**src/mpsd_pkg.sv**
```systemverilog
// Purpose: constants and types for the modem preamble, spacing and
//          deviation configuration bank
// Assumes: 8-bit registers, each on one aligned 32-bit AXI4-Lite word
// Notes:   printed offsets are register indices; byte address = 4 * index
//
// Behaviour
// fec enable bit 7 turns on payload-only correction with interleaving.
// software enables correction only with fixed-length packet format.
// preamble code bits 6:4 give 2,3,4,6,8,12,16,24 bytes minimum.
// bits 1:0 of first register hold the channel spacing exponent.
// spacing mantissa and exponent times slot index add to base carrier.
// reset spacing fields at 26 MHz crystal give 199.951 kHz.
// fsk/gfsk transmit: symbol 0 at minus, 1 at plus deviation.
// deviation exponent bits 6:4, mantissa 2:0 with implied leading one.
// reset deviation fields at 26.0 MHz crystal give +-47.607 kHz.
// msk transmit: field picks 1/8..8/8 phase window, +90 for 0, -90 for 1.
// deviation unused for ask/ook transmit and msk/ask/ook receive.
// software sets deviation near incoming signal for fsk/gfsk receive.
// reserved bits read zero and ignore writes.
package mpsd_pkg;
	// ==========================================================
	// register map
	localparam logic [7:0] MPSD_IDX_MODEM_CFG = 8'h13;
	localparam logic [7:0] MPSD_IDX_SPC_MANT = 8'h14;
	localparam logic [7:0] MPSD_IDX_FREQ_SHIFT = 8'h15;
	localparam int MPSD_IDX_SHIFT = 2;
	localparam int MPSD_ADDR_W = 10;
	localparam logic [7:0] MPSD_MODEM_CFG_RST = 8'h22;
	localparam logic [7:0] MPSD_SPC_MANT_RST = 8'hf8;
	localparam logic [7:0] MPSD_FREQ_SHIFT_RST = 8'h47;
	localparam logic [7:0] MPSD_MODEM_CFG_MASK = 8'hf3;
	localparam logic [7:0] MPSD_SPC_MANT_MASK = 8'hff;
	localparam logic [7:0] MPSD_FREQ_SHIFT_MASK = 8'h77;
	// ==========================================================
	// field positions
	localparam int MPSD_FEC_BIT = 7;
	localparam int MPSD_PRE_HI = 6;
	localparam int MPSD_PRE_LO = 4;
	localparam int MPSD_SPE_HI = 1;
	localparam int MPSD_SPE_LO = 0;
	localparam int MPSD_DVE_HI = 6;
	localparam int MPSD_DVE_LO = 4;
	localparam int MPSD_DVM_HI = 2;
	localparam int MPSD_DVM_LO = 0;
	// ==========================================================
	// frequency arithmetic
	localparam int MPSD_XTAL_HZ = 26000000;
	localparam int MPSD_SPC_FRAC_BITS = 18;
	localparam int MPSD_DEV_FRAC_BITS = 17;
	localparam int MPSD_SPC_RST_HZ = 199951;
	localparam int MPSD_DEV_RST_HZ = 47607;
	localparam logic [8:0] MPSD_SPC_IMPLIED = 9'h100;
	localparam logic [3:0] MPSD_DEV_IMPLIED = 4'h8;
	localparam logic [3:0] MPSD_MSK_EIGHTH = 4'h1;
	// ==========================================================
	// bus answers
	localparam logic [1:0] MPSD_RESP_OKAY = 2'h0;
	localparam logic [1:0] MPSD_RESP_SLVERR = 2'h2;
	typedef enum logic [2:0] {
		MPSD_MOD_2FSK = 3'b000,
		MPSD_MOD_GFSK = 3'b001,
		MPSD_MOD_ASK = 3'b011,
		MPSD_MOD_MSK = 3'b111
	} mpsd_mod_t;
	// minimum preamble length in bytes per code
	function automatic logic [4:0] mpsd_preamble_bytes(
		input logic [2:0] code);
		unique case (code)
			3'h0: mpsd_preamble_bytes = 5'h02;
			3'h1: mpsd_preamble_bytes = 5'h03;
			3'h2: mpsd_preamble_bytes = 5'h04;
			3'h3: mpsd_preamble_bytes = 5'h06;
			3'h4: mpsd_preamble_bytes = 5'h08;
			3'h5: mpsd_preamble_bytes = 5'h0c;
			3'h6: mpsd_preamble_bytes = 5'h10;
			3'h7: mpsd_preamble_bytes = 5'h18;
		endcase
	endfunction
endpackage

```
**src/mpsd_cfg_if.sv**
```systemverilog
// Purpose: carries register fields and modem state to the arithmetic unit
// Assumes: all signals on sys_clk_i
// Notes:   results are combinational; the top registers them
`timescale 1ns/10ps
interface mpsd_cfg_if;
	logic payload_error_correction_enable;
	logic [2:0] preamble_code;
	logic [1:0] channel_spacing_exponent;
	logic [7:0] channel_spacing_mantissa;
	logic [2:0] dev_exp;
	logic [2:0] dev_mant;
	logic [7:0] rf_slot_index;
	logic [23:0] base_word;
	logic [2:0] mod_format;
	logic tx_active;
	logic rx_active;
	logic tx_symbol;
	logic [4:0] preamble_bytes;
	logic [11:0] spacing_step;
	logic [26:0] carrier_word;
	logic [10:0] dev_word;
	logic signed [11:0] tx_offset;
	logic [3:0] msk_eighths;
	logic msk_phase_up;
	logic [10:0] rx_dev;
	logic fec_active;
	modport cfg (output payload_error_correction_enable, preamble_code, channel_spacing_exponent,
		channel_spacing_mantissa, dev_exp, dev_mant, rf_slot_index,
		base_word, mod_format, tx_active, rx_active, tx_symbol,
		input preamble_bytes, spacing_step, carrier_word, dev_word,
		tx_offset, msk_eighths, msk_phase_up, rx_dev, fec_active);
	modport calc (input payload_error_correction_enable, preamble_code, channel_spacing_exponent,
		channel_spacing_mantissa, dev_exp, dev_mant, rf_slot_index,
		base_word, mod_format, tx_active, rx_active, tx_symbol,
		output preamble_bytes, spacing_step, carrier_word, dev_word,
		tx_offset, msk_eighths, msk_phase_up, rx_dev, fec_active);
endinterface

```
**src/mpsd_calc.sv**
```systemverilog
// Purpose: frequency, deviation and preamble arithmetic from the fields
// Assumes: spacing in units of xtal/2^18, deviation in xtal/2^17
// Notes:   purely combinational
`timescale 1ns/10ps
module mpsd_calc
	import mpsd_pkg::*;
(
	mpsd_cfg_if.calc c
);
	// ==========================================================
	// spacing and carrier
	wire [8:0] spc_full;
	wire [19:0] slot_offset;
	wire [26:0] base_scaled;
	// spacing = (256 + m) << e, reset gives 504*4 steps
	assign spc_full = MPSD_SPC_IMPLIED | {1'b0, c.channel_spacing_mantissa};
	assign c.spacing_step = {3'h0, spc_full} << c.channel_spacing_exponent;
	assign slot_offset = c.spacing_step * c.rf_slot_index;
	// base is xtal/2^16 units; shift to the spacing resolution
	assign base_scaled = {1'b0, c.base_word, 2'h0};
	assign c.carrier_word = base_scaled + {7'h00, slot_offset};
	// ==========================================================
	// deviation
	wire [3:0] dev_full;
	wire is_fsk;
	wire is_msk;
	// implied msb gives 8..15; reset 15<<4 ~ 47.6 kHz
	assign dev_full = MPSD_DEV_IMPLIED | {1'b0, c.dev_mant};
	assign c.dev_word = {7'h00, dev_full} << c.dev_exp;
	assign is_fsk = (c.mod_format == MPSD_MOD_2FSK) ||
		(c.mod_format == MPSD_MOD_GFSK);
	assign is_msk = (c.mod_format == MPSD_MOD_MSK);
	// symbol picks the sign; ask/ook and idle leave the carrier
	assign c.tx_offset = (c.tx_active && is_fsk) ?
		(c.tx_symbol ? $signed({1'b0, c.dev_word}) :
		-$signed({1'b0, c.dev_word})) : 12'sh000;
	// mantissa 0..7 maps to 1/8..8/8 of a symbol
	assign c.msk_eighths = (c.tx_active && is_msk) ?
		({1'b0, c.dev_mant} + MPSD_MSK_EIGHTH) : 4'h0;
	assign c.msk_phase_up = c.tx_active && is_msk && !c.tx_symbol;
	// demodulator expectation only in fsk receive
	assign c.rx_dev = (c.rx_active && is_fsk) ? c.dev_word : 11'h000;
	// ==========================================================
	// packet side
	assign c.preamble_bytes = mpsd_preamble_bytes(c.preamble_code);
	assign c.fec_active = c.payload_error_correction_enable;
endmodule

```
**src/mpsd_top.sv**
```systemverilog
// Purpose: AXI4-Lite register bank for modem spacing and deviation setup
// Assumes: single clock, synchronous active-low reset, one bus master
// Notes:   derived outputs lag a register write by one cycle
`timescale 1ns/10ps
module mpsd_top
	import mpsd_pkg::*;
(
	input wire logic sys_clk_i,
	input wire logic nrst_i,
	// axi4-lite write address
	input wire logic [MPSD_ADDR_W-1:0] s_axi_awaddr_i,
	input wire logic s_axi_awvalid_i,
	output logic s_axi_awready_o,
	// axi4-lite write data
	input wire logic [31:0] s_axi_wdata_i,
	input wire logic [3:0] s_axi_wstrb_i,
	input wire logic s_axi_wvalid_i,
	output logic s_axi_wready_o,
	// axi4-lite write response
	output logic [1:0] s_axi_bresp_o,
	output logic s_axi_bvalid_o,
	input wire logic s_axi_bready_i,
	// axi4-lite read address
	input wire logic [MPSD_ADDR_W-1:0] s_axi_araddr_i,
	input wire logic s_axi_arvalid_i,
	output logic s_axi_arready_o,
	// axi4-lite read data
	output logic [31:0] s_axi_rdata_o,
	output logic [1:0] s_axi_rresp_o,
	output logic s_axi_rvalid_o,
	input wire logic s_axi_rready_i,
	// modem state from the radio controller
	input wire logic [7:0] rf_slot_index_i,
	input wire logic [23:0] base_freq_word_i,
	input wire logic [2:0] mod_format_i,
	input wire logic tx_active_i,
	input wire logic rx_active_i,
	input wire logic tx_symbol_i,
	// settings toward packet engine, synthesizer and modulator
	output logic payload_error_correction_enable_o,
	output logic [4:0] preamble_bytes_o,
	output logic [11:0] channel_spacing_step_o,
	output logic [26:0] carrier_word_o,
	output logic [10:0] deviation_word_o,
	output logic signed [11:0] tx_freq_offset_o,
	output logic [3:0] msk_phase_eighths_o,
	output logic msk_phase_up_o,
	output logic [10:0] rx_expected_dev_o
);
	// ==========================================================
	// address decode helpers
	localparam int SEL_NONE = 0;
	localparam int SEL_CFG = 1;
	localparam int SEL_MANT = 2;
	localparam int SEL_SHIFT = 3;

	// maps a byte address onto a register select, or none
	function automatic logic [1:0] reg_sel(
		input logic [MPSD_ADDR_W-1:0] addr);
		logic [MPSD_ADDR_W-1:0] a_cfg;
		logic [MPSD_ADDR_W-1:0] a_mant;
		logic [MPSD_ADDR_W-1:0] a_shift;
		a_cfg = MPSD_ADDR_W'({MPSD_IDX_MODEM_CFG, 2'h0});
		a_mant = MPSD_ADDR_W'({MPSD_IDX_SPC_MANT, 2'h0});
		a_shift = MPSD_ADDR_W'({MPSD_IDX_FREQ_SHIFT, 2'h0});
		if (addr == a_cfg) begin
			reg_sel = 2'(SEL_CFG);
		end else if (addr == a_mant) begin
			reg_sel = 2'(SEL_MANT);
		end else if (addr == a_shift) begin
			reg_sel = 2'(SEL_SHIFT);
		end else begin
			reg_sel = 2'(SEL_NONE);
		end
	endfunction

	// ==========================================================
	// register storage
	logic [7:0] modem_cfg_fec_preamble_spacing_exp_ff;
	logic [7:0] channel_spacing_mantissa_reg_ff;
	logic [7:0] frequency_shift_setting_ff;
	logic [7:0] nxt_modem_cfg;
	logic [7:0] nxt_spc_mant;
	logic [7:0] nxt_freq_shift;

	// ==========================================================
	// write channel holding
	logic aw_hold_ff;
	logic [MPSD_ADDR_W-1:0] aw_addr_ff;
	logic w_hold_ff;
	logic [7:0] w_byte_ff;
	logic w_lane_ff;
	logic bvalid_ff;
	logic [1:0] bresp_ff;
	wire aw_take;
	wire w_take;
	wire do_write;
	wire [1:0] wr_sel;
	wire wr_lane_ok;

	// a full handshake holds off new beats until the response drains
	assign s_axi_awready_o = !aw_hold_ff && !bvalid_ff;
	assign s_axi_wready_o = !w_hold_ff && !bvalid_ff;
	assign aw_take = s_axi_awvalid_i && s_axi_awready_o;
	assign w_take = s_axi_wvalid_i && s_axi_wready_o;
	assign do_write = aw_hold_ff && w_hold_ff && !bvalid_ff;
	assign wr_sel = reg_sel(aw_addr_ff);
	assign wr_lane_ok = w_lane_ff;

	// address and data may arrive in either order
	always_ff @(posedge sys_clk_i) begin
		if (!nrst_i) begin
			aw_hold_ff <= 1'b0;
			aw_addr_ff <= '0;
		end else if (aw_take) begin
			aw_hold_ff <= 1'b1;
			aw_addr_ff <= s_axi_awaddr_i;
		end else if (do_write) begin
			aw_hold_ff <= 1'b0;
		end
	end

	// only byte lane 0 carries register data
	always_ff @(posedge sys_clk_i) begin
		if (!nrst_i) begin
			w_hold_ff <= 1'b0;
			w_byte_ff <= 8'h00;
			w_lane_ff <= 1'b0;
		end else if (w_take) begin
			w_hold_ff <= 1'b1;
			w_byte_ff <= s_axi_wdata_i[7:0];
			w_lane_ff <= s_axi_wstrb_i[0];
		end else if (do_write) begin
			w_hold_ff <= 1'b0;
		end
	end

	// unmapped addresses answer slverr and store nothing
	always_ff @(posedge sys_clk_i) begin
		if (!nrst_i) begin
			bvalid_ff <= 1'b0;
			bresp_ff <= MPSD_RESP_OKAY;
		end else if (do_write) begin
			bvalid_ff <= 1'b1;
			bresp_ff <= (wr_sel == 2'(SEL_NONE)) ?
				MPSD_RESP_SLVERR : MPSD_RESP_OKAY;
		end else if (s_axi_bready_i) begin
			bvalid_ff <= 1'b0;
		end
	end
	assign s_axi_bvalid_o = bvalid_ff;
	assign s_axi_bresp_o = bresp_ff;

	// ==========================================================
	// register next values
	wire wr_cfg;
	wire wr_mant;
	wire wr_shift;
	assign wr_cfg = do_write && wr_lane_ok && (wr_sel == 2'(SEL_CFG));
	assign wr_mant = do_write && wr_lane_ok && (wr_sel == 2'(SEL_MANT));
	assign wr_shift = do_write && wr_lane_ok && (wr_sel == 2'(SEL_SHIFT));
	// masking on write keeps reserved positions at zero
	assign nxt_modem_cfg = wr_cfg ? (w_byte_ff & MPSD_MODEM_CFG_MASK) :
		modem_cfg_fec_preamble_spacing_exp_ff;
	assign nxt_spc_mant = wr_mant ? (w_byte_ff & MPSD_SPC_MANT_MASK) :
		channel_spacing_mantissa_reg_ff;
	assign nxt_freq_shift = wr_shift ? (w_byte_ff & MPSD_FREQ_SHIFT_MASK) :
		frequency_shift_setting_ff;

	// reset values give the nominal spacing and deviation
	always_ff @(posedge sys_clk_i) begin
		if (!nrst_i) begin
			modem_cfg_fec_preamble_spacing_exp_ff <= MPSD_MODEM_CFG_RST;
			channel_spacing_mantissa_reg_ff <= MPSD_SPC_MANT_RST;
			frequency_shift_setting_ff <= MPSD_FREQ_SHIFT_RST;
		end else begin
			modem_cfg_fec_preamble_spacing_exp_ff <= nxt_modem_cfg;
			channel_spacing_mantissa_reg_ff <= nxt_spc_mant;
			frequency_shift_setting_ff <= nxt_freq_shift;
		end
	end

	// ==========================================================
	// read channel
	logic rvalid_ff;
	logic [31:0] rdata_ff;
	logic [1:0] rresp_ff;
	wire ar_take;
	wire [1:0] rd_sel;
	wire [7:0] rd_byte;

	// one read in flight; the next waits for rready
	assign s_axi_arready_o = !rvalid_ff;
	assign ar_take = s_axi_arvalid_i && s_axi_arready_o;
	assign rd_sel = reg_sel(s_axi_araddr_i);
	// stored bytes already hold zero in reserved bits
	assign rd_byte = (rd_sel == 2'(SEL_CFG)) ?
		modem_cfg_fec_preamble_spacing_exp_ff :
		(rd_sel == 2'(SEL_MANT)) ? channel_spacing_mantissa_reg_ff :
		(rd_sel == 2'(SEL_SHIFT)) ? frequency_shift_setting_ff : 8'h00;

	// upper 24 bits always read as zero
	always_ff @(posedge sys_clk_i) begin
		if (!nrst_i) begin
			rvalid_ff <= 1'b0;
			rdata_ff <= 32'h0000_0000;
			rresp_ff <= MPSD_RESP_OKAY;
		end else if (ar_take) begin
			rvalid_ff <= 1'b1;
			rdata_ff <= {24'h00_0000, rd_byte};
			rresp_ff <= (rd_sel == 2'(SEL_NONE)) ?
				MPSD_RESP_SLVERR : MPSD_RESP_OKAY;
		end else if (s_axi_rready_i) begin
			rvalid_ff <= 1'b0;
		end
	end
	assign s_axi_rvalid_o = rvalid_ff;
	assign s_axi_rdata_o = rdata_ff;
	assign s_axi_rresp_o = rresp_ff;

	// ==========================================================
	// field extraction toward the arithmetic unit
	mpsd_cfg_if cfg_bus ();

	// correction enable and preamble code
	assign cfg_bus.payload_error_correction_enable =
		modem_cfg_fec_preamble_spacing_exp_ff[MPSD_FEC_BIT];
	assign cfg_bus.preamble_code =
		modem_cfg_fec_preamble_spacing_exp_ff[MPSD_PRE_HI:MPSD_PRE_LO];
	// spacing exponent lives in the low two bits
	assign cfg_bus.channel_spacing_exponent =
		modem_cfg_fec_preamble_spacing_exp_ff[MPSD_SPE_HI:MPSD_SPE_LO];
	assign cfg_bus.channel_spacing_mantissa =
		channel_spacing_mantissa_reg_ff;
	// deviation exponent and mantissa
	assign cfg_bus.dev_exp =
		frequency_shift_setting_ff[MPSD_DVE_HI:MPSD_DVE_LO];
	assign cfg_bus.dev_mant =
		frequency_shift_setting_ff[MPSD_DVM_HI:MPSD_DVM_LO];
	// modem state passes straight in, same clock domain
	assign cfg_bus.rf_slot_index = rf_slot_index_i;
	assign cfg_bus.base_word = base_freq_word_i;
	assign cfg_bus.mod_format = mod_format_i;
	assign cfg_bus.tx_active = tx_active_i;
	assign cfg_bus.rx_active = rx_active_i;
	assign cfg_bus.tx_symbol = tx_symbol_i;

	mpsd_calc u_calc (
		.c(cfg_bus.calc)
	);

	// ==========================================================
	// registered settings outputs
	logic fec_ff;
	logic [4:0] preamble_ff;
	logic [11:0] spacing_ff;
	logic [26:0] carrier_ff;
	logic [10:0] dev_ff;
	logic signed [11:0] tx_off_ff;
	logic [3:0] msk_frac_ff;
	logic msk_up_ff;
	logic [10:0] rx_dev_ff;

	// one-cycle register stage; trades latency for clean timing
	always_ff @(posedge sys_clk_i) begin
		if (!nrst_i) begin
			fec_ff <= 1'b0;
			preamble_ff <= 5'h00;
			spacing_ff <= 12'h000;
			carrier_ff <= 27'h000_0000;
			dev_ff <= 11'h000;
			tx_off_ff <= 12'sh000;
			msk_frac_ff <= 4'h0;
			msk_up_ff <= 1'b0;
			rx_dev_ff <= 11'h000;
		end else begin
			fec_ff <= cfg_bus.fec_active;
			preamble_ff <= cfg_bus.preamble_bytes;
			spacing_ff <= cfg_bus.spacing_step;
			carrier_ff <= cfg_bus.carrier_word;
			dev_ff <= cfg_bus.dev_word;
			tx_off_ff <= cfg_bus.tx_offset;
			msk_frac_ff <= cfg_bus.msk_eighths;
			msk_up_ff <= cfg_bus.msk_phase_up;
			rx_dev_ff <= cfg_bus.rx_dev;
		end
	end

	assign payload_error_correction_enable_o = fec_ff;
	assign preamble_bytes_o = preamble_ff;
	assign channel_spacing_step_o = spacing_ff;
	assign carrier_word_o = carrier_ff;
	assign deviation_word_o = dev_ff;
	assign tx_freq_offset_o = tx_off_ff;
	assign msk_phase_eighths_o = msk_frac_ff;
	assign msk_phase_up_o = msk_up_ff;
	assign rx_expected_dev_o = rx_dev_ff;
endmodule

```
**config.mk**
```make
export PLATFORM = sky130hd
export DESIGN_NAME = mpsd_top
export DESIGN_NICKNAME = d
export VERILOG_FILES = /design/src/mpsd_pkg.sv /design/src/mpsd_cfg_if.sv /design/src/mpsd_calc.sv /design/src/mpsd_top.sv
export SDC_FILE = /design/constraint.sdc
export NUM_CORES = 1
export LEC_CHECK = 0
export BUFFER_PORTS_ARGS = -buffer_cell sky130_fd_sc_hd__buf_4
export CORE_MARGIN = 2
export CORE_UTILIZATION = 59
export DETAILED_ROUTE_END_ITERATION = 8
export PLACE_DENSITY = 0.87
export SETUP_SLACK_MARGIN = 0.5
export SLEW_MARGIN = 20
export SYNTH_ARGS = -nofsm -noshare
export SYNTH_HDL_FRONTEND = slang
export SYNTH_SLANG_ARGS = --single-unit
```
**constraint.sdc**
```tcl
create_clock -name sys_clk_i -period 10.8 [get_ports sys_clk_i]
set_input_delay 1.62 -clock sys_clk_i [delete_from_list [all_inputs] [get_ports sys_clk_i]]
set_output_delay 1.62 -clock sys_clk_i [all_outputs]
set_load 0.1 [all_outputs]
```
* Yosys cells after proc, flatten, opt, wreduce, memory -nomap -nowiden
Memory sizes are Yosys's and may differ from the RTL's. A register that Yosys moved wholly into a read port is not among the register bits. Cells that the tools add are included.
Word-level totals: logic and storage cells 97, ROM bits 40, memories 1, flip-flop bits (word level) 134, output and inout bits 125
Cells by class: reductions and logical operators 33, $add $sub $neg 3, bitwise operators 2, $mul 1, equal/unequal tests 14, mux-type cells 19, shifts and indexed selects 2
Memory list:
- (no name shown) | depth 8, width 5, read ports 1, clocked after Yosys merged registers in 1, wr ports 0, RTL line mpsd_pkg.sv:68 | unique case (code)
Operator list (count):
- == test 10 x 7 -> 1 bit, second input constant | 6
- adder 26 x 20 -> 27 bit | 1
- multiplier 12 x 8 -> 20 bit | 1
- 2-to-1 mux 2 bit | 8
- 2-to-1 mux 8 bit | 2
- logical AND 1 bit | 15
- negation 11 -> 12 bit | 1
- << shifter 9 x 2 -> 12 bit | 1
- 2-to-1 mux 11 bit | 1
- << shifter 4 x 3 -> 11 bit | 1
- == test 2 bit, second input constant | 4
- nonzero test 2 bit | 4
- 2-to-1 mux 1 bit | 7
- 2-to-1 mux 7 bit | 1
- zero test 1 bit | 6
- AND reduction 2 bit | 3
- adder 3 x 1 -> 4 bit, second input constant | 1
- == test 2 x 1 -> 1 bit, second input constant | 2
- zero test 2 bit | 2
- == test 3 x 1 -> 1 bit, second input constant | 1
- == test 3 bit, second input constant | 1
- zero test 3 bit | 1
- OR reduction 3 bit | 1
- NOT 1 bit | 2
- logical OR 1 bit | 1

* Longest topological paths before layout
Gate-level depths: netlist of run 1.
depth after elaboration 8, depth in mapped cells 20, mapped depth without buffers 19

* Modules after synthesis
From an unflattened synthesis of run 1, not the netlist that was laid out.
Unflattened totals: cell total of the unflattened synthesis 1040, area total of the unflattened synthesis 9273.9 µm²
Modules (own cells, without submodules):
- mpsd_top | area an instance 4650.7 µm², times used 1, sequential area each 2742.6 µm², cells each 448
- mpsd_calc | area an instance 4623.2 µm², times used 1, sequential area each 0.0 µm², cells each 592

* Worst setup path after synthesis of run 1
Ideal clock, no wire load.
path type input -> register, start input port rf_slot_index_i[1], end register carrier_ff[20] (netlist: carrier_word_o[20]), stages 17, arrival time 5.733 ns, path slack 4.952 ns, library setup time 0.115 ns, path buffers 1, cells stage by stage clkbuf_1 nand2_1 fa_1 inv_1 fa_1 ha_1 inv_1 fa_1 inv_1 ha_1 fa_1 a21oi_1 o21ai_1 a31o_2 a2111oi_1 nor3_1 o21a_1
Between the ends: word-level cells in the longest chain between the ends 2
Ends and longest elaborated chain:
- start, declared | RTL line mpsd_top.sv:33 | input wire logic [7:0] rf_slot_index_i,
- multiplier 12 x 8 -> 20 bit | RTL line mpsd_calc.sv:18 | assign slot_offset = c.spacing_step * c.rf_slot_index;
- adder 26 x 20 -> 27 bit | RTL line mpsd_calc.sv:21 | assign c.carrier_word = base_scaled + {7'h00, slot_offset};
- end signal, assigned | RTL line mpsd_top.sv:280 | carrier_ff <= cfg_bus.carrier_word;
- end, declared | RTL line mpsd_top.sv:257 | logic [26:0] carrier_ff;
Every way passes these cells. A chain may end at the register's enable or synchronous reset.

* Final worst setup path of run 1
start register modem_cfg_fec_preamble_spacing_exp_ff[1], end register carrier_ff[20] (netlist: carrier_word_o[20])
Between the ends: word-level cells in the longest chain between the ends 3
Ends and longest elaborated chain:
- start, declared | RTL line mpsd_top.sv:79 | logic [7:0] modem_cfg_fec_preamble_spacing_exp_ff;
- start signal, assigned | RTL line mpsd_top.sv:177 | modem_cfg_fec_preamble_spacing_exp_ff <= nxt_modem_cfg;
- << shifter 9 x 2 -> 12 bit | RTL line mpsd_calc.sv:17 | assign c.spacing_step = {3'h0, spc_full} << c.channel_spacing_exponent;
- multiplier 12 x 8 -> 20 bit | RTL line mpsd_calc.sv:18
- adder 26 x 20 -> 27 bit | RTL line mpsd_calc.sv:21
Every way passes these cells.

==> results of run 1 <==
through the flow:
step                      hold WS [ps]  utilization  cell area [sq um]
after floorplan                    431            -               9070
after global placement             438        0.682              10200
after detailed placement           446        0.682              10200
after CTS                          454        0.722              10900
after global routing               474        0.722              10900
final                              453        0.722              10900
worst max-delay path, cell delays in order, from the launching register on:
cell	delay, ps
dfxtp_1	950
mux2i_1	210
a21oi_1	870
nand2_1	170
fa_1	540
inv_1	50
fa_1	450
ha_1	290
inv_1	60
fa_1	530
inv_1	40
ha_1	210
fa_1	410
a21oi_1	250
o21ai_1	150
a31o_2	300
a2111oi_1	550
nor3_1	90
o21a_1	210
worst paths after layout:
kind / from / to / cells after the start
worst max register to register: modem_cfg_fec_preamble_spacing_exp_ff[1] / carrier_word_o[20] / 18
worst max-delay path: modem_cfg_fec_preamble_spacing_exp_ff[1] / carrier_word_o[20] / 18
worst min register to register: w_lane_ff / w_lane_ff / 2
worst min-delay path: w_lane_ff / w_lane_ff / 2
layout by cell type (no fill, tap or decap), types with 3 or more instances in the layout:
master     netlist  layout
buf_4           26     175
dfxtp_1        137     137
inv_1          137     136
nand2_1        124     124
nor2_1          83      83
fa_1            77      77
and2_1          76      76
a21oi_1         52      52
ha_1            44      44
mux2i_1         40      40
conb_1           1      26
nand3_1         19      19
clkbuf_16        0      17
nand2b_1        16      16
o21ai_0         12      12
and3_1          11      11
a31oi_1         10      10
nor2b_1         10      10
xnor2_1         10      10
a211oi_1         8       8
xor2_1           8       8
nor3b_1          7       7
a21o_1           7       7
o211ai_1         7       7
nor3_1           6       6
nand3b_1         5       5
a22o_1           5       5
inv_6            0       5
o21ai_1          3       3
o21bai_1         3       3
o21a_1           3       3
bufinv_16        0       3
cell families (layout without fill, tap and decap cells):
group	after synthesis	in the layout
muxes	41	41
and+or+nand+nor	371	371
AOI/OAI and AO/OA	132	132
xor gates and xnor gates	18	18
buffers and inverters	209	344
adders and majority gates	121	121
other	1	26
DFF	137	137
where the power goes:
part	internal [mW]	switching, mW	total [mW]
logic	0.289	0.618	0.907
clock network	0.373	0.227	0.600
registers	0.542	0.0151	0.557
total	1.20	0.860	2.06
metal layers:
layer / up-vias / wire, microns / global-route usage / part of all wire
met5: - / 0 / 0 / 0
met1: 3496 / 8590 / 0.328 / 0.41
met3: 52 / 1500 / 0.0607 / 0.071
li1: 3536 / - / - / -
met2: 287 / 10400 / 0.455 / 0.49
met4: 0 / 638 / 0.102 / 0.030
state kept, by name (all words and copies together), names as in the netlist, 4 cells and up:
signal and count:
carrier_word_o 27, channel_spacing_step_o 12, tx_freq_offset_o 12, deviation_word_o 11, rx_expected_dev_o 11, aw_addr_ff 10
cfg_bus.channel_spacing_mantissa 8, s_axi_rdata_o 8, w_byte_ff 8, frequency_shift_setting_ff 6, modem_cfg_fec_preamble_spacing_exp_ff 6, preamble_bytes_o 5
msk_phase_eighths_o 4
area by class of cell:
type / instances / area, sq um
flip-flops and latches: 137 / 2740
inverters: 137 / 514
fillers: 1126 / 4180
multi-input cells: 709 / 5440
well taps: 188 / 235
clock inverters: 12 / 163
clock buffers: 20 / 447
repair buffers: 175 / 1310
==> out/results.txt, run 1 <==
Along the worst path, the maximum fanout reaches 27. Hold repair after CTS inserted 0 buffers. In this run the worst hold path is classified as flip-flop to flip-flop. The synthesis-stage register bit count was 137. The H-tree was split into 4 levels. The total power draw was 2.06 mW. The tools report the residual antenna-violating net count after detailed routing as 0. The worst setup path is captured at a flip-flop. Data on the critical path is required at its endpoint by 11100 ps.

In this run, synthesis inferred 0 flip-flops with an integrated enable. Setup violations remaining at the end of the flow were counted as 0. The total CTS buffers was 17; the largest net degree at the start of global routing was 66. The area fraction in compound gates after synthesis is 0.0933. The count of buffers inserted at the top-level ports was 172. The number of sinks handled by clock tree synthesis is 137. The final hold violation count is 0. Yosys attributes the largest share of cell area to dfxtp_1 (31%), fa_1 (17%), ha_1 (6.1%). The flow ran to the end, and the final reports show no timing, DRC or antenna violations. Dominant register cell in the synthesized netlist: dfxtp_1. The share of async-settable or async-resettable flops after synthesis is 0, and the synthesized netlist cell count is 1030. The post-route setup TNS is 0 ps. The simple logic cell fraction of the synthesized area is 0.205.

At the worst endpoint, the arrival time is 6740 ps. The final period utilization was 0.596. For this run, the number of standard cells in the final layout without fillers is 1378.

Detailed placement ended at an HPWL of 15400 microns. The tools report the setup clock skew after layout as 10.7 ps. Post-CTS clock slew at the launch and capture registers of the worst setup and hold paths: 60 ps. In this run the power density over the cells is 190 mW/mm^2. The tools report the startpoint type of the worst setup path as a flip-flop. In this run the horizontal extent of the chip is 127 microns. The share of synthesized area occupied by flip-flops and latches was 0.305; the number of DRC markers after the initial detailed-route iteration was 470. For this run, the number of Yosys warnings is 0. Fraction of post-synthesis cell area in the top cell type by area: 0.305. For the sum of overflow across all layers after global routing, the log shows 0.

The post-synthesis adder-cell area fraction was 0.233; the area growth from synthesis to final layout was 20.9%. Parity-gate share of the synthesized area counting xor and xnor cells: 0.0176. The vertical extent of the die is 127 microns. TritonCTS built the clock tree. After layout, the worst setup slack is 4360 ps. The post-cts gate resize count was 0; the per-cell routed wire length was 15.3 microns.

Antenna diode count: 0. The logs give 0.597 for the effective utilization at floorplan and 7189 for the number of global-route vias before repair. For the pin with the worst max-slew slack, the measured transition is 1040 ps.

The initial antenna violation count came out at 0. The clock latency on the worst-skew pair was 420 ps; the detail-routed via count per cell was 5.35. The classification of the worst setup path was flip-flop to flip-flop.

After synthesis, the largest family of logic cells by area is adder cells. The logs give 7371 for the total via count in the routed design and 0 for the post-route DRC violation count. The core region is 0.0150 sq mm. The net total in the final layout was 1399; the final weighted congestion of routability-driven global placement was 0.869. For the count of final max-slew check failures, the log shows 0.

The cell sitting at the root of the clock tree is a clkbuf_16. The first global-routing pass estimated 34600 microns of wire. The run gives 0.284 as the headroom to the max-slew limit. After detailed routing, the total wire length is 21100 microns. The post-placement cell count came out at 1346. The cell area that synthesis handed to floorplanning was 0.00898 sq mm.

The logs give 0.266 for the total global-route track usage and 0.0162 sq mm for the area enclosed by the die boundary. Fraction of layout instances using a drive strength above 1: 0.182. Sorting the synthesized cells by how often they occur yields dfxtp_1 (137), inv_1 (137), nand2_1 (124), nor2_1 (83), fa_1 (77). Number of buffers on the longest clock path: 2.

The count of different cell masters after synthesis is 64, and the post-CTS setup repair buffer count is 0. Summed over all cells, the static leakage comes to 5.53 nW. Worst-case register-to-register setup slack: 4360 ps. The worst path in the final design needs a cycle of 6440 ps, including I/O delays and setup. The first-pass detailed-route iteration total came out at 5.

A synthesized cell averages 8.72 sq um. Timing would allow up to 155 MHz. The library cell with the largest summed area after synthesis is dfxtp_1.

For the count of max-cap constraint violations, the log shows 0. In this run the count of I/O pins placed on the die edge is 226. At the placement stage, the worst setup path has a slack of 4460 ps. Setup repair after global routing left no endpoint under its margin.

IR analysis of the VDD net gives a maximum drop of 0.143 mV. The mux share of post-synthesis cell area works out to 0.0458. The floorplan has 45 rows.
Note: power is estimated with default switching activity, not from simulation.
==> run 2, diff against run 1 <==
CORE_UTILIZATION = 54   (was 59)
PLACE_DENSITY = 0.81   (was 0.87)
clock period = 6.57 ns   (was 10.8 ns; I/O delays follow)
==> out/results.txt, run 2 (same netlist as run 1, synthesis figures left out) <==
The run finished with clean final reports. The largest stage delay on the critical path works out to 690 ps (was 950 ps). The top achievable clock speed is 173 MHz (was 155 MHz), and the final critical path time including I/O delays and setup is 5780 ps (was 6440 ps).

The footprint of the multi-input gates was 0.00544 sq mm (unchanged). The run gives 1389 (was 1346) as the post-placement cell count. The post-CTS setup repair buffer count was 0 (unchanged).

The startpoint type of the worst setup path is a flip-flop (unchanged). The leakage power figure came out at 5.59 nW (was 5.53 nW). The total global-route track usage came out at 0.241 (was 0.266). The total power per unit cell area came out at 309 mW/mm^2 (was 190 mW/mm^2). The path length in cells of the critical path is 19 (was 18), and the number of hold-repair buffers added at the cts stage is 0 (unchanged).

The clock latency on the worst-skew pair was 420 ps (about the same). The final weighted congestion of routability-driven global placement is 0.896 (was 0.869), and the total number of H-tree levels is 4 (unchanged). The net switching share of the total power is 0.415 (was 0.417), and the worst-case register-to-register setup slack is 790 ps (was 4360 ps). For the first-pass detailed-route iteration total, the log shows 5 (unchanged).

Most common cell type on the critical path: fa_1 (unchanged). The count of max-cap constraint violations was 0 (unchanged). Total via count in the routed design: 7250 (was 7371). The cell count of the worst reg-to-reg path is 19 (was 18), and the row count is 47 (was 45). The final period utilization is 0.879 (was 0.596). The per-cell routed wire length came out at 14.5 microns (was 15.3 microns). The tools report the root buffer cell as clkbuf_16 (unchanged). The flip-flop count of the largest register, all copies and words added is 27 (unchanged), and the count of buffers inserted at the top-level ports is 172 (unchanged). Cell type group with the largest total delay on the critical path: adder cells (unchanged). The run gives 6.61 ps (was 10.7 ps) as the setup clock skew after layout.

Area enclosed by the die boundary: 0.0177 sq mm (was 0.0162 sq mm). The effective utilization at floorplan is 0.547 (was 0.597). The area growth from synthesis to final layout is 22.3% (was 20.9%), and the endpoint arrival time on the critical path is 6090 ps (was 6740 ps). The pin slew with the least headroom to its limit is 882 ps (was 1040 ps), and the post-route setup TNS is 0 ps (unchanged).

Kind of end point of the critical path: a flip-flop (unchanged). The launching instance or port of the critical path is cfg_bus.channel_spacing_mantissa[3] (was modem_cfg_fec_preamble_spacing_exp_ff[1]). The tools report the highest ir drop seen on vdd as 0.267 mV (was 0.143 mV).

The headroom to the max-slew limit was 0.412 (was 0.284); the wire length of the first global-routing pass was 34300 microns (was 34600 microns). The run gives 137 (unchanged) as the number of sinks handled by clock tree synthesis. Total CTS buffers: 17 (unchanged). The run gives 15500 microns (was 15400 microns) as the HPWL reported at the end of detailed placement.

The internal power component is 1.99 mW (was 1.20 mW). The detail-routed via count per cell is 5.10 (was 5.35), and the initial antenna violation count is 0 (unchanged). The logs give 20600 microns (was 21100 microns) for the total routed wirelength and 2 (unchanged) for the number of buffers on the longest clock path.

The tools report the sum of overflow across all layers after global routing as 0 (unchanged). The post-CTS clock slew at the launch and capture registers of the worst setup and hold paths was 60 ps (about the same); the combinational group share of total power was 0.439 (about the same). Setup repair after global routing left no endpoint under its margin.

The tools report the sequential share of power as 0.269 (was 0.270). For the number of failing setup endpoints in the final timing report, the log shows 0 (unchanged). For the post-cts gate resize count, the log shows 0 (unchanged). The total buffers and inverters traversed by the critical path is 3 (unchanged), and the filler cell count in the final layout is 1296 (was 1126). The start point of the worst hold path was s_axi_rdata_o[1] (was w_lane_ff).

The largest net degree at the start of global routing is 58 (was 66). Reg-to-reg startpoint: cfg_bus.channel_spacing_mantissa[3] (was modem_cfg_fec_preamble_spacing_exp_ff[1]). The net total in the final layout was 1410 (was 1399). The run gives 0.00274 sq mm (unchanged) as the area taken by flip-flops and latches. The number of DRC markers after the initial detailed-route iteration was 502 (was 470).

The vertical extent of the die works out to 133 microns (was 127 microns). The top fanout value on the critical path was 7 (was 27); the data required time of the critical path was 6880 ps (was 11100 ps). The classification of the worst setup path is flip-flop to flip-flop (unchanged).

The tools report the residual antenna-violating net count after detailed routing as 0 (unchanged). TritonCTS built the clock tree. The count of final max-slew check failures is 0 (unchanged). The logs give 0 (unchanged) for the antenna diode count and 1421 (was 1378) for the count of placed standard cells in the final layout, fillers left out. Hold path depth: 2 (unchanged). The number of ports placed on the die boundary is 226 (unchanged).

Cells along the critical path: nor2b_1 -> a211oi_1 -> a21oi_1 -> nand2_1 -> fa_1 -> inv_1 -> fa_1 -> ha_1 -> inv_1 -> fa_1 -> inv_1 -> ha_1 -> fa_1 -> a21oi_1 -> o21ai_1 -> a31o_2 -> a2111oi_1 -> nor3_1 -> o21a_1 (was mux2i_1 -> a21oi_1 -> nand2_1 -> fa_1 -> inv_1 -> fa_1 -> ha_1 -> inv_1 -> fa_1 -> inv_1 -> ha_1 -> fa_1 -> a21oi_1 -> o21ai_1 -> a31o_2 -> a2111oi_1 -> nor3_1 -> o21a_1). The fraction of layout instances using a drive strength above 1 is 0.191 (was 0.182). For the placeable core region, the log shows 0.0164 sq mm (was 0.0150 sq mm). Leading cell type in the layout, fill and taps excluded: buf_4 (unchanged). The fraction of power consumed by the clock network came out at 0.291 (about the same).

The run gives 0 (unchanged) as the final hold violation count. The tools report the number of global-route vias before repair as 7124 (was 7189). The tools report the post-route DRC violation count as 0 (unchanged).

Cell with the biggest individual delay on the critical path: a21oi_1 (was dfxtp_1). The net switching power of the design was 1.41 mW (was 0.860 mW); the width of the die was 133 microns (was 127 microns). Commonest cells after routing, fill and taps aside: buf_4 (186), dfxtp_1 (137), inv_1 (136) (was buf_4 (175), dfxtp_1 (137), inv_1 (136)).

Classification of the worst-slack hold path: flip-flop to flip-flop (unchanged).
## run 2: cell count changes in the layout (fill, tap and decap cells not counted), sizes merged
cell      delta
buf         +11
clkinv       +2
inv          -2
clkbuf       -1
clkinvlp     +1
## run 2: worst paths after layout
path                                            to
worst max-delay path            carrier_word_o[20]
worst min-delay path              s_axi_rdata_o[1]
worst max register to register  carrier_word_o[20]
worst min register to register    s_axi_rdata_o[1]
## run 2: layout make-up
type,instances,area share
multi-input cells,709,0.495
flip-flops and latches,137,0.250
repair buffers,186,0.127
inverters,137,0.0468
clock buffers,19,0.0412
well taps,220,0.0251
clock inverters,13,0.0151
## run 2: worst min-delay path: stages, from the launching register on
cell,delay (ps)
dfxtp_1,310
nand2_1,50
a21oi_1,50
## run 2: through the flow
| step | power, mW | setup WS, ps | hold WS [ps] | util | instance area, sq um |
|---|---|---|---|---|---|
| 2_1_floorplan | 2.11 | 1190 | 431 | - | 9070 |
| 4_1_cts | 3.40 | 870 | 452 | 0.670 | 11000 |
| 3_3_place_gp | 2.38 | 994 | 439 | 0.632 | 10400 |
| 6_report | 3.40 | 793 | 453 | 0.670 | 11000 |
| 5_1_grt | 3.59 | 510 | 481 | 0.670 | 11000 |
| 3_5_place_dp | 2.40 | 938 | 445 | 0.632 | 10400 |
## run 2: metal layers
layer	vias up	global-route usage	wire length, microns
met3	24	0.0533	1140
met4	0	0.0735	281
li1	3553	-	-
met5	-	0	0
met2	214	0.402	10000
met1	3459	0.314	9190
## run 2: power by group through the flow
stage | logic (mW) | registers [mW] | clock network (mW)
floorplan | 0.857 | 1.26 | 0
global placement | 1.44 | 0.931 | 0
detailed placement | 1.47 | 0.933 | 0
CTS | 1.48 | 0.915 | 1.00
global route | 1.64 | 0.920 | 1.03
finish | 1.49 | 0.915 | 0.990
==> run 3, diff against run 2 <==
==> constraint.sdc (replaced) <==
create_clock -name sys_clk_i -period 5.9 [get_ports sys_clk_i]
set_input_delay 0 -clock sys_clk_i [delete_from_list [all_inputs] [get_ports sys_clk_i]]
set_output_delay 0 -clock sys_clk_i [all_outputs]
set_load 0.1 [all_outputs]
==> out/results.txt, run 3 (same netlist as run 1, synthesis figures left out) <==
The post-CTS clock slew at the launch and capture registers of the worst setup and hold paths is 60 ps (about the same). Cells along the critical path: buf_2 -> a211oi_1 -> a21oi_1 -> buf_4 -> and2_1 -> fa_1 -> fa_1 -> fa_1 -> inv_1 -> fa_1 -> inv_1 -> ha_1 -> and4_1 -> a21o_1 -> a31o_2 -> a2111oi_2 -> nor3_1 -> o21a_1 (was nor2b_1 -> a211oi_1 -> a21oi_1 -> nand2_1 -> fa_1 -> inv_1 -> fa_1 -> ha_1 -> inv_1 -> fa_1 -> inv_1 -> ha_1 -> fa_1 -> a21oi_1 -> o21ai_1 -> a31o_2 -> a2111oi_1 -> nor3_1 -> o21a_1). The run gives 0.0164 sq mm (unchanged) as the placeable core region.

The root buffer cell was clkbuf_16 (unchanged). TritonCTS built the clock tree. Total CTS buffers: 17 (unchanged). Start point of the worst hold path: nrst_i (was s_axi_rdata_o[1]). The logs give 1221 (was 1296) for the filler cell count in the final layout and 0.0177 sq mm (unchanged) for the area enclosed by the die boundary. The worst-case register-to-register setup slack came out at 680 ps (was 790 ps).

Terminus of the critical flop-to-flop path: carrier_word_o[20] (unchanged). The net total in the final layout is 1459 (was 1410), and the final critical path time including I/O delays and setup is 5220 ps (was 5780 ps). Classification of the worst setup path: flip-flop to flip-flop (unchanged). The final period utilization is 0.885 (was 0.879). Kind of end point of the critical path: a flip-flop (unchanged). The per-cell routed wire length is 15.2 microns (was 14.5 microns), and the wire length on met2 is 11100 microns (was 10000 microns).

The run gives 0 (unchanged) as the count of final max-slew check failures. The logs give 9370 microns (was 9190 microns) for the length of routed wiring on met1 and 0 (unchanged) for the initial antenna violation count. The pin slew with the least headroom to its limit came out at 739 ps (was 882 ps). The tools report the highest ir drop seen on vdd as 0.470 mV (was 0.267 mV).

Setup repair after global routing could not meet its margin everywhere. The total number of H-tree levels came out at 4 (unchanged). The fraction of layout instances using a drive strength above 1 works out to 0.202 (was 0.191).

Most common cell type on the critical path: fa_1 (unchanged). The vertical extent of the die was 133 microns (unchanged). The total power per unit cell area is 340 mW/mm^2 (was 309 mW/mm^2), and the clock latency on the worst-skew pair is 420 ps (about the same). Commonest cells after routing, fill and taps aside: buf_4 (199), inv_1 (136), dfxtp_1 (135) (was buf_4 (186), dfxtp_1 (137), inv_1 (136)). The tools report the total global-route track usage as 0.255 (was 0.241).

The largest net degree at the start of global routing came out at 58 (unchanged). The logs give 16000 microns (was 15500 microns) for the HPWL reported at the end of detailed placement and 0 (unchanged) for the post-route DRC violation count. The number of DRC markers after the initial detailed-route iteration is 591 (was 502). Cell with the biggest individual delay on the critical path: fa_1 (was a21oi_1). Top layer reached by signal wires: met4 (unchanged). The setup clock skew after layout was 7.68 ps (was 6.61 ps); the total power draw was 3.92 mW (was 3.40 mW).

First-pass detailed-route iteration total: 5 (unchanged). For the number of sinks handled by clock tree synthesis, the log shows 137 (unchanged). Top fanout value on the critical path: 9 (was 7). The area growth from synthesis to final layout was 28.2% (was 22.3%). The flow ran to the end, and the final reports show no timing, DRC or antenna violations. Detail-routed via count per cell: 5.15 (was 5.10). Hold-critical path endpoint: modem_cfg_fec_preamble_spacing_exp_ff[5] (was s_axi_rdata_o[1]). The leading cell type in the layout, fill and taps excluded is buf_4 (unchanged). The flip-flop count of the largest register, all copies and words added works out to 27 (unchanged). The classification of the worst-slack hold path is input port to flip-flop (was flip-flop to flip-flop). The logs give 5540 ps (was 6090 ps) for the endpoint arrival time on the critical path and 6210 ps (was 6880 ps) for the data required time of the critical path. The width of the die works out to 133 microns (unchanged). For the leakage power figure, the log shows 5.83 nW (was 5.59 nW). The post-route setup TNS is 0 ps (unchanged), and the row count is 47 (unchanged).

The logs give 0 (unchanged) for the final hold violation count and 22300 microns (was 20600 microns) for the total routed wirelength. The tools report the total via count in the routed design as 7568 (was 7250). The number of ports placed on the die boundary was 226 (unchanged); the top achievable clock speed was 191 MHz (was 173 MHz).

The tools report the number of global-route vias before repair as 7458 (was 7124). Headroom to the max-slew limit: 0.507 (was 0.412). The largest stage delay on the critical path is 540 ps (was 690 ps). The tools report the routed length on met3 as 1350 microns (was 1140 microns). The tools report the reg-to-reg startpoint as modem_cfg_fec_preamble_spacing_exp_ff[1] (was cfg_bus.channel_spacing_mantissa[3]). The tools report the effective utilization at floorplan as 0.547 (unchanged). The number of buffers on the longest clock path is 2 (unchanged), and the antenna diode count is 0 (unchanged). The tools report the final weighted congestion of routability-driven global placement as 0.890 (was 0.896). The logs give 0 (unchanged) for the count of max-cap constraint violations and 35800 microns (was 34300 microns) for the wire length of the first global-routing pass. The tightest hold margin was 7.68 ps (was 453 ps); the cell count of the worst reg-to-reg path was 18 (was 19). Startpoint type of the worst setup path: a flip-flop (unchanged).

The count of buffers inserted at the top-level ports is 172 (unchanged), and the residual antenna-violating net count after detailed routing is 0 (unchanged). The hold path depth was 2 (unchanged). The run gives 0 (unchanged) as the number of failing setup endpoints in the final timing report. The sum of overflow across all layers after global routing came out at 0 (unchanged).
run 3: area by class of cell:
type                       count  area [sq um]  area share
timing repair buffer         235          1850       0.161
multi-input combinational    709          5490       0.477
clock inverter                13           193      0.0167
clock buffer                  19           443      0.0385
tap                          220           275      0.0239
sequential                   137          2750       0.239
inverter                     137           514      0.0447
run 3: timing repair:
item | in CTS | in global routing
hold buffers | 35 | 0
buffers inserted | 0 | 2
hold endpoints to repair | 41 | 0
endpoints found under the setup margin | 10 | 10
gates resized for setup | 4 | 11
run 3: worst max-delay path by stage:
stage	start	to	slack, ps	cells after the start
2_1_floorplan	modem_cfg_fec_preamble_spacing_exp_ff[1]	carrier_word_o[20]	520	19
4_1_cts	modem_cfg_fec_preamble_spacing_exp_ff[1]	carrier_word_o[21]	540	17
3_5_place_dp	modem_cfg_fec_preamble_spacing_exp_ff[1]	carrier_word_o[20]	270	19
3_3_place_gp	modem_cfg_fec_preamble_spacing_exp_ff[1]	carrier_word_o[20]	360	19
6_report	modem_cfg_fec_preamble_spacing_exp_ff[1]	carrier_word_o[20]	680	18
5_1_grt	modem_cfg_fec_preamble_spacing_exp_ff[1]	carrier_word_o[24]	470	20
run 3: power breakdown:
part           internal (mW)  total (mW)  leakage (nW)  switching, mW
clock network          0.722        1.13         0.304          0.409
registers              0.991        1.02          1.12         0.0282
logic                  0.600        1.77          4.40           1.17
run 3: per-stage QoR:
step | utilization | area (sq um) | cells | setup slack [ps]
floorplan | - | 9070 | 1055 | 520
global placement | 0.637 | 10500 | 1401 | 359
detailed placement | 0.637 | 10500 | 1401 | 267
CTS | 0.698 | 11500 | 1468 | 538
global route | 0.702 | 11500 | 1470 | 466
finish | 0.702 | 11500 | 1470 | 676
run 3: worst max-delay path, delay by kind of cell (launching register included):
family / cells / cell delay [ps]
adder cells (fa/ha/maj): 5 / 2430
flip-flops: 1 / 390
AND/OR/NAND/NOR: 3 / 500
AO/OA/AOI/OAI: 6 / 1320
buffers and inverters: 4 / 460
run 3: routing by layer:
layer  global-route usage  up-vias
met5                    0        -
met2                0.441      237
met1                0.315     3638
li1                     -     3656
met4               0.0812        0
met3               0.0613       37
